--- src/hw/rxgt_pkg.sv ---
// Package with register map, field layout, reset values and timing counts.
package rxgt_pkg;
    // ------------------------------------------------------------------
    // Register indices; the byte address is four times the index.
    // ------------------------------------------------------------------
    localparam logic [7:0] RXGT_IDX_GAIN = 8'h0d;
    localparam logic [7:0] RXGT_IDX_MASK = 8'h0e;
    localparam logic [7:0] RXGT_IDX_NRT_HI = 8'h0f;
    localparam logic [7:0] RXGT_IDX_NRT_LO = 8'h10;
    localparam logic [7:0] RXGT_IDX_CTRL = 8'h20;
    localparam logic [7:0] RXGT_IDX_CMD = 8'h21;
    localparam logic [7:0] RXGT_IDX_STAT = 8'h22;
    // ------------------------------------------------------------------
    // Field positions
    // ------------------------------------------------------------------
    localparam int RXGT_AM_LSB = 4;
    localparam int RXGT_PM_LSB = 0;
    localparam int RXGT_CTRL_STEP = 0;
    localparam int RXGT_CTRL_BRD = 1;
    localparam int RXGT_CTRL_P2P = 2;
    localparam int RXGT_CTRL_ACT = 3;
    localparam int RXGT_CTRL_SQEN = 4;
    localparam int RXGT_CMD_RELOAD = 0;
    localparam int RXGT_CMD_NRSTART = 1;
    localparam int RXGT_CMD_DEFAULT = 2;
    localparam int RXGT_CMD_CLRIRQ = 3;
    // ------------------------------------------------------------------
    // Reset values and limits
    // ------------------------------------------------------------------
    localparam logic [7:0] RXGT_GAIN_RST = 8'h00;
    localparam logic [7:0] RXGT_MASK_RST = 8'h08;
    localparam logic [7:0] RXGT_NRT_RST = 8'h00;
    localparam logic [7:0] RXGT_CTRL_RST = 8'h10;
    localparam logic [3:0] RXGT_GAIN_MAX = 4'ha;
    localparam logic [3:0] RXGT_WIN_MAX = 4'h4;
    localparam logic [7:0] RXGT_MASK_MIN = 8'h04;
    // ------------------------------------------------------------------
    // Timing, in carrier periods (pclk runs at fc), except the squelch delay in us at RXGT_CLK_MHZ
    // ------------------------------------------------------------------
    localparam int RXGT_STEP_SHORT = 64;
    localparam int RXGT_STEP_LONG = 4096;
    localparam int RXGT_MASK_DIV = 8;
    localparam real RXGT_SQ_DELAY_US = 18.88;
    localparam real RXGT_CLK_MHZ = 125.0;
    localparam int RXGT_SQ_DELAY_CYC = int'(RXGT_SQ_DELAY_US * RXGT_CLK_MHZ
                                           - 0.5);
    typedef enum logic [2:0] {
        RXGT_NR_IDLE = 3'b001,
        RXGT_NR_ARM = 3'b010,
        RXGT_NR_RUN = 3'b100
    } rxgt_nr_state_t;
endpackage : rxgt_pkg

--- src/hw/rxgt_top.sv ---
// Receive gain settings, mask receive timer and no-response timer.
//
// Implementation choice: the APB slave port.
`timescale 1ns/1ps
module rxgt_top
    import rxgt_pkg::*;
(
    // APB clock and reset
    input wire logic pclk,
    input wire logic presetn,
    // APB slave
    input wire logic psel,
    input wire logic penable,
    input wire logic pwrite,
    input wire logic [11:0] paddr,
    input wire logic [31:0] pwdata,
    output logic [31:0] prdata,
    output logic pready,
    output logic pslverr,
    // Transceiver events, pins
    input wire logic tx_end_pin,
    input wire logic ext_field_pin,
    input wire logic rx_start_pin,
    input wire logic rx_data_pin,
    // Receive path outputs
    output logic rx_data_masked,
    output logic mask_active,
    output logic squelch_active,
    output logic [1:0] am_window,
    output logic [2:0] am_stage_cut,
    output logic [1:0] pm_window,
    output logic [2:0] pm_stage_cut,
    output logic [3:0] am_stage23_gain_code,
    output logic [3:0] pm_stage23_gain_code,
    output logic no_response_irq
);
    // ------------------------------------------------------------------
    // Pin synchronisers: three flops, change taken when last two agree
    // ------------------------------------------------------------------
    logic [3:0] pin_in;
    logic [3:0] sy1_q, sy2_q, sy3_q, pin_q;
    assign pin_in = {rx_data_pin, rx_start_pin, ext_field_pin, tx_end_pin};
    always_ff @(posedge pclk or negedge presetn) begin
        if (!presetn) begin
            sy1_q <= '0;
            sy2_q <= '0;
            sy3_q <= '0;
            pin_q <= '0;
        end else begin
            sy1_q <= pin_in;
            sy2_q <= sy1_q;
            sy3_q <= sy2_q;
            pin_q <= (sy2_q & sy3_q) | (pin_q & (sy2_q | sy3_q));
        end
    end
    logic pin_p_q;
    logic tx_end_ev;
    logic field_on, rx_start_lvl, rx_data_lvl;
    always_ff @(posedge pclk or negedge presetn) begin
        if (!presetn) begin
            pin_p_q <= 1'b0;
        end else begin
            pin_p_q <= pin_q[0];
        end
    end
    assign tx_end_ev = pin_q[0] & ~pin_p_q;
    assign field_on = pin_q[1];
    assign rx_start_lvl = pin_q[2];
    assign rx_data_lvl = pin_q[3];

    // ------------------------------------------------------------------
    // APB decode
    // ------------------------------------------------------------------
    logic [7:0] idx;
    logic wr, hit;
    logic sel_gain, sel_mask, sel_hi, sel_lo, sel_ctrl, sel_cmd, sel_stat;
    assign idx = paddr[9:2];
    assign wr = psel & penable & pwrite;
    assign sel_gain = idx == RXGT_IDX_GAIN;
    assign sel_mask = idx == RXGT_IDX_MASK;
    assign sel_hi = idx == RXGT_IDX_NRT_HI;
    assign sel_lo = idx == RXGT_IDX_NRT_LO;
    assign sel_ctrl = idx == RXGT_IDX_CTRL;
    assign sel_cmd = idx == RXGT_IDX_CMD;
    assign sel_stat = idx == RXGT_IDX_STAT;
    assign hit = (paddr[11:10] == 2'b00) & (paddr[1:0] == 2'b00) &
                 (sel_gain | sel_mask | sel_hi | sel_lo | sel_ctrl |
                  sel_cmd | sel_stat);

    logic cmd_reload, cmd_nrstart, cmd_default, cmd_clrirq;
    assign cmd_reload = wr & hit & sel_cmd & pwdata[RXGT_CMD_RELOAD];
    assign cmd_nrstart = wr & hit & sel_cmd & pwdata[RXGT_CMD_NRSTART];
    assign cmd_default = wr & hit & sel_cmd & pwdata[RXGT_CMD_DEFAULT];
    assign cmd_clrirq = wr & hit & sel_cmd & pwdata[RXGT_CMD_CLRIRQ];

    // ------------------------------------------------------------------
    // Configuration registers
    // ------------------------------------------------------------------
    logic [7:0] gain_q, mask_q, nrt_hi_q, nrt_lo_q, ctrl_q;
    always_ff @(posedge pclk or negedge presetn) begin
        if (!presetn) begin
            gain_q <= RXGT_GAIN_RST;
            mask_q <= RXGT_MASK_RST;
            nrt_hi_q <= RXGT_NRT_RST;
            nrt_lo_q <= RXGT_NRT_RST;
            ctrl_q <= RXGT_CTRL_RST;
        end else if (cmd_default) begin
            gain_q <= RXGT_GAIN_RST;
            mask_q <= RXGT_MASK_RST;
            nrt_hi_q <= RXGT_NRT_RST;
            nrt_lo_q <= RXGT_NRT_RST;
            ctrl_q <= RXGT_CTRL_RST;
        end else if (wr && hit) begin
            if (sel_gain) gain_q <= pwdata[7:0];
            if (sel_mask) mask_q <= pwdata[7:0];
            if (sel_hi) nrt_hi_q <= pwdata[7:0];
            if (sel_lo) nrt_lo_q <= pwdata[7:0];
            if (sel_ctrl) ctrl_q <= {3'h0, pwdata[4:0]};
        end
    end

    // ------------------------------------------------------------------
    // Gain load on reload command
    // ------------------------------------------------------------------
    // Unused codes above ten are clamped so the analog never sees them.
    logic [3:0] am_new, pm_new;
    assign am_new = (gain_q[RXGT_AM_LSB+:4] > RXGT_GAIN_MAX) ? RXGT_GAIN_MAX
                    : gain_q[RXGT_AM_LSB+:4];
    assign pm_new = (gain_q[RXGT_PM_LSB+:4] > RXGT_GAIN_MAX) ? RXGT_GAIN_MAX
                    : gain_q[RXGT_PM_LSB+:4];
    logic [3:0] am_code_q, pm_code_q;
    always_ff @(posedge pclk or negedge presetn) begin
        if (!presetn) begin
            am_code_q <= RXGT_GAIN_RST[3:0];
            pm_code_q <= RXGT_GAIN_RST[3:0];
        end else if (cmd_default) begin
            am_code_q <= RXGT_GAIN_RST[3:0];
            pm_code_q <= RXGT_GAIN_RST[3:0];
        end else if (cmd_reload) begin
            am_code_q <= am_new;
            pm_code_q <= pm_new;
        end
    end
    // Each step is 3 dB: window steps up to four, then stage cuts.
    logic [3:0] am_win_d, pm_win_d, am_cut_d, pm_cut_d;
    assign am_win_d = (am_code_q > RXGT_WIN_MAX) ? RXGT_WIN_MAX
                      : am_code_q;
    assign pm_win_d = (pm_code_q > RXGT_WIN_MAX) ? RXGT_WIN_MAX
                      : pm_code_q;
    assign am_cut_d = am_code_q - am_win_d;
    assign pm_cut_d = pm_code_q - pm_win_d;
    always_ff @(posedge pclk or negedge presetn) begin
        if (!presetn) begin
            am_window <= 2'h0;
            pm_window <= 2'h0;
            am_stage_cut <= 3'h0;
            pm_stage_cut <= 3'h0;
            am_stage23_gain_code <= 4'h0;
            pm_stage23_gain_code <= 4'h0;
        end else begin
            // Window field holds steps minus one when nonzero, code 0 full.
            am_window <= am_win_d[1:0] - {1'b0, |am_win_d};
            pm_window <= pm_win_d[1:0] - {1'b0, |pm_win_d};
            am_stage_cut <= am_cut_d[2:0];
            pm_stage_cut <= pm_cut_d[2:0];
            am_stage23_gain_code <= am_code_q;
            pm_stage23_gain_code <= pm_code_q;
        end
    end

    // ------------------------------------------------------------------
    // Mask receive timer
    // ------------------------------------------------------------------
    logic [7:0] mask_eff;
    logic [11:0] step_lim;
    logic [11:0] mpre_q;
    logic [7:0] mcnt_q;
    logic mask_q2;
    assign mask_eff = (mask_q <= RXGT_MASK_MIN) ? RXGT_MASK_MIN
                      : mask_q;
    assign step_lim = ctrl_q[RXGT_CTRL_BRD]
        ? 12'(RXGT_STEP_SHORT * RXGT_MASK_DIV - 1)
        : 12'(RXGT_STEP_SHORT - 1);
    always_ff @(posedge pclk or negedge presetn) begin
        if (!presetn) begin
            mask_q2 <= 1'b0;
            mpre_q <= 12'h000;
            mcnt_q <= 8'h00;
        end else if (tx_end_ev) begin
            mask_q2 <= 1'b1;
            mpre_q <= 12'h000;
            mcnt_q <= mask_eff;
        end else if (mask_q2) begin
            if (mpre_q == step_lim) begin
                mpre_q <= 12'h000;
                mcnt_q <= mcnt_q - 8'h01;
                if (mcnt_q == 8'h01) mask_q2 <= 1'b0;
            end else begin
                mpre_q <= mpre_q + 12'h001;
            end
        end
    end

    // ------------------------------------------------------------------
    // Automatic squelch window
    // ------------------------------------------------------------------
    logic [11:0] sq_cnt_q;
    logic sq_wait_q;
    always_ff @(posedge pclk or negedge presetn) begin
        if (!presetn) begin
            sq_cnt_q <= 12'h000;
            sq_wait_q <= 1'b0;
        end else if (tx_end_ev) begin
            sq_cnt_q <= 12'h000;
            sq_wait_q <= ctrl_q[RXGT_CTRL_SQEN];
        end else if (sq_wait_q && mask_q2) begin
            // Stops at the delay so a long mask cannot wrap it mid-window.
            if (sq_cnt_q != 12'(RXGT_SQ_DELAY_CYC)) begin
                sq_cnt_q <= sq_cnt_q + 12'h001;
            end
        end else begin
            sq_wait_q <= 1'b0;
        end
    end

    // ------------------------------------------------------------------
    // No-response timer
    // ------------------------------------------------------------------
    // Interrupt is a sticky flag cleared by command; a new expiry wins.
    rxgt_nr_state_t nr_q;
    logic [15:0] nrt_full, ncnt_q;
    logic [11:0] npre_q, nstep_lim;
    logic irq_q, nr_trig, nr_start, nr_tick;
    assign nrt_full = {nrt_hi_q, nrt_lo_q};
    assign nstep_lim = ctrl_q[RXGT_CTRL_STEP]
        ? 12'(RXGT_STEP_LONG - 1)
        : 12'(RXGT_STEP_SHORT - 1);
    assign nr_trig = tx_end_ev;
    assign nr_start = (nrt_full != 16'h0000);
    assign nr_tick = npre_q == nstep_lim;
    always_ff @(posedge pclk or negedge presetn) begin
        if (!presetn) begin
            nr_q <= RXGT_NR_IDLE;
            ncnt_q <= 16'h0000;
            npre_q <= 12'h000;
        end else if (cmd_default) begin
            nr_q <= RXGT_NR_IDLE;
        end else if ((cmd_nrstart || nr_trig) && nr_start) begin
            // Peer mode, not active, started by transmit end (not the start command): wait for the external field.
            nr_q <= (ctrl_q[RXGT_CTRL_P2P] && !ctrl_q[RXGT_CTRL_ACT]
                     && !field_on && !cmd_nrstart)
                    ? RXGT_NR_ARM : RXGT_NR_RUN;
            ncnt_q <= nrt_full;
            npre_q <= 12'h000;
        end else begin
            case (nr_q)
                RXGT_NR_IDLE: begin
                    npre_q <= 12'h000;
                end
                RXGT_NR_ARM: begin
                    if (field_on) nr_q <= RXGT_NR_RUN;
                end
                RXGT_NR_RUN: begin
                    if (rx_start_lvl) begin
                        nr_q <= RXGT_NR_IDLE;
                    end else if (nr_tick) begin
                        npre_q <= 12'h000;
                        ncnt_q <= ncnt_q - 16'h0001;
                        if (ncnt_q == 16'h0001) nr_q <= RXGT_NR_IDLE;
                    end else begin
                        npre_q <= npre_q + 12'h001;
                    end
                end
                default: nr_q <= RXGT_NR_IDLE;
            endcase
        end
    end
    logic nr_expire;
    assign nr_expire = (nr_q == RXGT_NR_RUN) && !rx_start_lvl && nr_tick &&
                       (ncnt_q == 16'h0001);
    always_ff @(posedge pclk or negedge presetn) begin
        if (!presetn) begin
            irq_q <= 1'b0;
        end else if (nr_expire) begin
            irq_q <= 1'b1;
        end else if (cmd_clrirq || cmd_default) begin
            irq_q <= 1'b0;
        end
    end

    // ------------------------------------------------------------------
    // Outputs and APB read
    // ------------------------------------------------------------------
    logic [31:0] rdat;
    assign rdat = !hit ? 32'h0000_0000
        : sel_gain ? {24'h0, gain_q}
        : sel_mask ? {24'h0, mask_q}
        : sel_hi ? {24'h0, nrt_hi_q}
        : sel_lo ? {24'h0, nrt_lo_q}
        : sel_ctrl ? {24'h0, ctrl_q}
        : sel_stat ? {25'h0, nr_q, 1'b0, squelch_active, mask_q2, irq_q}
        : 32'h0000_0000;
    always_ff @(posedge pclk or negedge presetn) begin
        if (!presetn) begin
            prdata <= 32'h0000_0000;
            pready <= 1'b0;
            pslverr <= 1'b0;
            rx_data_masked <= 1'b0;
            mask_active <= 1'b0;
            squelch_active <= 1'b0;
            no_response_irq <= 1'b0;
        end else begin
            pready <= psel & ~penable;
            pslverr <= psel & ~penable & ~hit;
            prdata <= (psel & ~penable & ~pwrite) ? rdat : prdata;
            rx_data_masked <= rx_data_lvl & ~mask_q2;
            mask_active <= mask_q2;
            squelch_active <= mask_q2 & sq_wait_q &
                (sq_cnt_q >= 12'(RXGT_SQ_DELAY_CYC));
            no_response_irq <= irq_q;
        end
    end
endmodule : rxgt_top

--- config.mk ---
export PLATFORM = sky130hd
export DESIGN_NAME = rxgt_top
export DESIGN_NICKNAME = d
export VERILOG_FILES = /design/src/hw/rxgt_pkg.sv /design/src/hw/rxgt_top.sv
export SDC_FILE = /design/constraint.sdc
export NUM_CORES = 1
export LEC_CHECK = 0
export ABC_CLOCK_PERIOD_IN_PS = 4800
export BUFFER_PORTS_ARGS = -buffer_cell sky130_fd_sc_hd__buf_2
export CORE_MARGIN = 8
export CORE_UTILIZATION = 50
export DETAILED_ROUTE_END_ITERATION = 16
export PLACE_DENSITY = 0.78
export SLEW_MARGIN = 20
export SYNTH_ARGS = -nofsm -noshare
export SYNTH_HDL_FRONTEND = slang
export SYNTH_SLANG_ARGS = --single-unit
--- constraint.sdc ---
create_clock -name pclk -period 4.8 [get_ports pclk]
set_clock_uncertainty 0.2 [all_clocks]
set_input_delay 0.24 -clock pclk [delete_from_list [all_inputs] [get_ports pclk]]
set_output_delay 0.24 -clock pclk [all_outputs]
set_load 0.01 [all_outputs]
## Yosys cells after proc, flatten, opt, wreduce, memory -nomap -nowiden

Index checks and enable logic that the tools add are counted.

- Add/sub/neg operators: 9
- Equal/unequal tests: 22
- Muxes and demuxes: 66
- Bitwise gates (word level): 33
- Reduce and logical (&&, ||, !) cells: 45
- Magnitude comparators: 6

Operators by type and width:

| operator | number |
|---|---|
| $mux W8 | 25 |
| $mux W12 | 10 |
| $mux W16 | 4 |
| $add A12 B1 Y12 const B | 3 |
| $mux W4 | 8 |
| $reduce_bool A2 Y1 | 14 |
| $eq A8 B4 Y1 const B | 3 |
| $eq A8 B6 Y1 const B | 3 |
| $pmux W12 S2 | 1 |
| $mux W3 | 7 |
| $and A1 B1 Y1 | 17 |
| $eq A16 B1 Y1 const B | 1 |
| $reduce_bool A16 Y1 | 1 |
| $sub A16 B1 Y16 const B | 1 |
| $reduce_and A2 Y1 | 7 |
| $eq A12 B12 Y1 | 1 |
| $eq A12 B9 Y1 | 1 |
| $ge A12 B12 Y1 const B | 1 |
| $ne A12 B12 Y1 const B | 1 |
| $ne A5 B5 Y1 const B | 2 |
| $logic_and A1 B1 Y1 | 9 |
| $mux W9 | 1 |
| $pmux W3 S3 | 1 |
| $and A4 B4 Y4 | 2 |
| 27 further kinds | 57 |

- Bits of input ports: 53
- Output and inout port bits: 56
- Logic and storage cells: 215
- Flip-flop bits (word level): 187

## Depth between registers and ports, before layout

- Depth after elaboration: 16
- Mapped depth: 8
- Gate-level depth less buffers: 7

## Least setup slack after synthesis

OpenSTA, ideal clock, no wires.

- Kind: register to register
- Start point: register ncnt_q[7]
- End point: register nr_q[2]
- Setup time: 146 ps
- Data required time: 4454 ps
- Buffers on the path: 1
- Period minus slack after synthesis: 2465 ps
- Cell stages (with the launch flop): 7
- Setup slack: 2335 ps
- Arrival time: 2119 ps
- Cells stage by stage: dfrtp_1 -> or4_1 -> clkbuf_1 -> or4_1 -> nor4bb_1 -> a21oi_1 -> o2bb2ai_1

- Longest elaborated chain between the ends: 3

RTL lines:

| element | line | source |
|---|---|---|
| from (decl) | rxgt_top.sv:231 | `logic [15:0] nrt_full, ncnt_q;` |
| from (signal assigned) | rxgt_top.sv:253 | `ncnt_q <= nrt_full;` |
| from (signal assigned) | rxgt_top.sv:268 | `ncnt_q <= ncnt_q - 16'h0001;` |
| $eq A16 B1 Y1 | rxgt_top.sv:269 | `if (ncnt_q == 16'h0001) nr_q <= RXGT_NR_IDLE;` |
| $ne A5 B5 Y1 (no source line) | -- |  |
| $reduce_and A4 Y1 (no source line) | -- |  |
| to (signal assigned) | rxgt_top.sv:250 | `nr_q <= (ctrl_q[RXGT_CTRL_P2P] && !ctrl_q[RXGT_CTRL_ACT]` |
| to (decl) | rxgt_top.sv:230 | `rxgt_nr_state_t nr_q;` |

No other way between the ends.
A chain may end at the register's enable or synchronous reset.

## Worst setup path in the final report

- Start point: input port paddr[11]
- End point: register ncnt_q[4]

- Longest elaborated chain between the ends: 10
- Elaborated cells between the ends (all ways): 15
- Classes of those cells: 1 x eq/ne; 1 x mux; 7 x bitwise; 6 x reduce/logical

RTL lines:

| element | line | source |
|---|---|---|
| from (decl) | rxgt_top.sv:15 | `input wire logic [11:0] paddr,` |
| $logic_not A2 Y1 (*) | rxgt_top.sv:86 | `assign hit = (paddr[11:10] == 2'b00) & (paddr[1:0] == 2'b00) &` |
| $and A1 B1 Y1 (*) (2 in a row) | rxgt_top.sv:86 |  |
| $and A1 B1 Y1 (*) (2 in a row) | rxgt_top.sv:92, rxgt_top.sv:93 |  |
| $and A1 B1 Y1 | rxgt_top.sv:92 | `assign cmd_nrstart = wr & hit & sel_cmd & pwdata[RXGT_CMD_NRSTART];` |
| $logic_or A1 B1 Y1 | rxgt_top.sv:248 | `end else if ((cmd_nrstart \|\| nr_trig) && nr_start) begin` |
| $logic_and A1 B1 Y1 | rxgt_top.sv:248 |  |
| $ne A2 B1 Y1 (no source line) or $reduce_bool A2 Y1 (tied branches) | -- |  |
| $reduce_and A4 Y1 (no source line) | -- |  |

Mark *: on every way between the ends. The rest lies on a longest branch, timed or not.

==> impl_metrics.py <==
metrics = {
    "status": {
        "outcome": "finished, final reports clean",
    },
    "yosys": {
        "ys_warn_count": 0,
        "synth.avg_cell_area_sq_um": 9.82,
        "ys_types": 72,
        "netlist_instances": 848,
        "synth_top_family_by_area": "simple AND/OR/NAND/NOR gates",
        "yosysTopAreaCell": "dfrtp_1",
        "synth.area.mux_share_pct": 5.25,
        "synth-edff-count": 0,
        "synth-seq-cells": 160,
        "synth_compound_area_share_pct": 16.0,
        "yosys.area_share.simple_pct": 20.4,
        "synth-xor-area-share_pct": 2.00,
        "synth_area_leaders": "dfrtp_1 47%, mux2i_1 4.6%, nor2_1 3.5%, nand2_1 2.6%, buf_4 2.3%",
        "synth_area_sq_um": 8320,
        "synth_ff_type": "dfrtp_1",
        "async_flop_share_pct": 100,
        "yosysSeqAreaShare_pct": 48.1,
        "yosysTopAreaCellShare_pct": 47.2,
        "yosys.area_share.adder_pct": 2.28,
    },
    "clocking": {
        "cts-buffers-inserted": 17,
        "root_buffer": "clkbuf_16",
        "cts_setup_buffers": 0,
        "clk-insertion-delay-late_ps": 430,
        "cts_resized": 0,
        "ctsHoldBuffers": 16,
        "cts_max_level": 4,
        "clockBufferDepth": 2,
        "cts.clk_slew.worst_paths_ps": 60,
        "clock_sinks": 160,
        "tritoncts": "yes",
    },
    "floorplanning": {
        "core_sq_um": 16400,
        "rows": 47,
        "io_pins": 109,
        "fp.dieH_um": 145,
        "die_w_um": 145,
        "initial_core_util_pct": 50.7,
        "die_area_sq_um": 21000,
    },
    "global_routing": {
        "gr-total-overflow": 0,
        "grt_max_degree": 82,
        "grt_pass1_vias": 6495,
        "grt_pass1_wl_um": 33200,
        "grtUsageTotal_pct": 19.0,
        "antenna_found_initial": 0,
    },
    "sta": {
        "relSlewSlack_pct": 33.9,
        "final.setup.tns_ps": 0,
        "worst_pin_slew_ps": 982,
        "setup_violations": 0,
        "slew_viol_final": 0,
        "fmax_mhz": 303,
        "hold_viol": 0,
        "fin_crit_sh_pct": 68.7,
        "rsz0062_at_grt": "false",
        "period_needed_ps": 3300,
    },
    "power": {
        "p_int_mw": 2.41,
        "seq_power_share_pct": 45.4,
        "ir_drop_mv": 0.274,
        "p_leak_nw": 4.35,
        "switching_power_mw": 0.801,
        "powerDensity_nw_per_um2": 338,
        "combPwrFrac_pct": 9.3,
        "clock_power_share_pct": 45.4,
        "power_mw": 3.21,
        "p_sw_share_pct": 24.9,
    },
    "routing": {
        "first_iter_violations": 778,
        "ant_nets": 0,
        "drcViolationCount": 0,
        "wl_um": 20200,
        "first_pass_iters": 6,
        "wl_per_cell_um": 17.7,
        "via_per_inst": 6.07,
        "vias": 6939,
    },
    "layout": {
        "layout-drive-gt1-share_pct": 13.5,
        "num-nets-final": 976,
        "syn2layout_area_growth_pct": 14.1,
        "antennaDiodeCount": 0,
    },
    "job": {
        "drv_cap": 0,
    },
    "worst_hold_path": {
        "hold_class": "in -> reg",
    },
    "critical_path": {
        "startpoint_type": "input pin",
        "cp.required_ps": 4900,
        "crit_type": "in -> reg",
        "critPathMaxFanout": 32,
        "cp-end-kind": "flip-flop",
        "arrival_ps": 3400,
    },
    "placed_design": {
        "place_congestion": 0.917,
        "io_buffer_count": 60,
        "dp_hpwl_um": 14000,
    },
}
-- Yosys cell counts, types with 15 or more instances --
cell type / n
dfrtp_1: 157
nor2_1: 77
nand2_1: 57
a21oi_1: 38
mux2i_1: 38
inv_1: 32
nand4_1: 30
o21ai_0: 30
nand3_1: 28
buf_4: 26
nor3_1: 25
clkbuf_1: 22
o21ai_1: 16
a211oi_1: 15
-- cells in the final DEF (no fill, tap or decap), types with 8 or more instances in the layout --
cell type and n:
mux2i_1 38, xor2_1 9, inv_1 32, nor4_1 12, a22o_1 9, nor2_1 77, ha_1 12, dlygate4sd3_1 16
nand4_1 30, a41oi_1 9, nand2b_1 9, nand3_1 28, o21ai_1 16, nor3_1 25, o2bb2ai_1 8, buf_4 10
or3_1 10, clkbuf_16 17, dfrtp_1 157, xnor2_1 10, nand2_1 57, or4_1 9, and3_1 13, o22a_1 9
o21ai_0 30, buf_2 59, a211oi_1 15, conb_1 26, a21oi_1 38
-- power groups by stage --
stage | clock network (mW) | registers, mW | logic (mW)
floorplan | 0 | 1.47 | 0.207
global placement | 0 | 1.48 | 0.274
detailed placement | 0 | 1.48 | 0.285
CTS | 1.48 | 1.46 | 0.298
global route | 1.54 | 1.47 | 0.329
finish | 1.46 | 1.46 | 0.298
-- stage by stage --
step	setup slack, ps	instances	util (%)	cell area [sq um]	hold slack, ps
after floorplan	2330	872	-	8410	-256
after global placement	1640	1096	53.1	8710	127
after detailed placement	1610	1096	53.1	8710	128
after CTS	1550	1143	57.9	9500	36.5
after global routing	1430	1143	57.9	9500	70.5
final	1500	1143	57.9	9500	56.8
-- path summary, 6_finish.rpt --
path	from	to	slack (ps)	cells past startpoint
max	paddr[11]	ncnt_q[4]	1500	8
min	psel	pslverr	60	3
max reg2reg	nr_q[1]	ncnt_q[4]	1800	5
min reg2reg	sy1_q[1]	sy2_q[1]	150	0
max in group asynchronous	presetn	pslverr	3170	3
min in group asynchronous	presetn	am_stage_cut[1]	190	2
-- per-layer routing --
metal	routed length, um	GRT usage [%]
met1	8900	25.1
met2	9260	29.4
met3	1540	4.82
met4	507	7.57
met5	0	0
-- cell families after synthesis --
| group | Yosys count |
|---|---|
| xor+xnor | 19 |
| simple gates | 316 |
| compound gates | 194 |
| flops | 160 |
| mux | 43 |
| other cells | 2 |
| fa+ha+maj | 16 |
| buf+inv | 98 |
-- state kept, by name, summed over array words and instances (netlist names), 4 cells and up --
name                  cells
pm_stage23_gain_code      4
mcnt_q                    8
sy3_q                     4
gain_q                    8
pin_q                     4
nrt_lo_q                  8
am_stage23_gain_code      4
mask_q                    8
am_code_q                 4
sy2_q                     4
sq_cnt_q                 12
ctrl_q                    5
prdata                    8
sy1_q                     4
npre_q                   12
pm_code_q                 4
nrt_hi_q                  8
mpre_q                   12
ncnt_q                   16
-- cell type report --
type	count	area (sq um)
Fill cell	1357	6910
Sequential cell	160	4010
Multi-Input combinational cell	614	3920
Timing Repair Buffer	86	542
Clock buffer	18	439
Tap cell	220	275
Clock inverter	13	196
Inverter	32	120
-- critical path: stages --
cell           delay [ps]
dlygate4sd3_1         530
buf_2                 120
or4_1                 640
or4_4                 690
a21o_1                350
buf_4                 290
and4_1                250
a211o_1               270
Note: power is estimated with default switching activity, not from simulation.
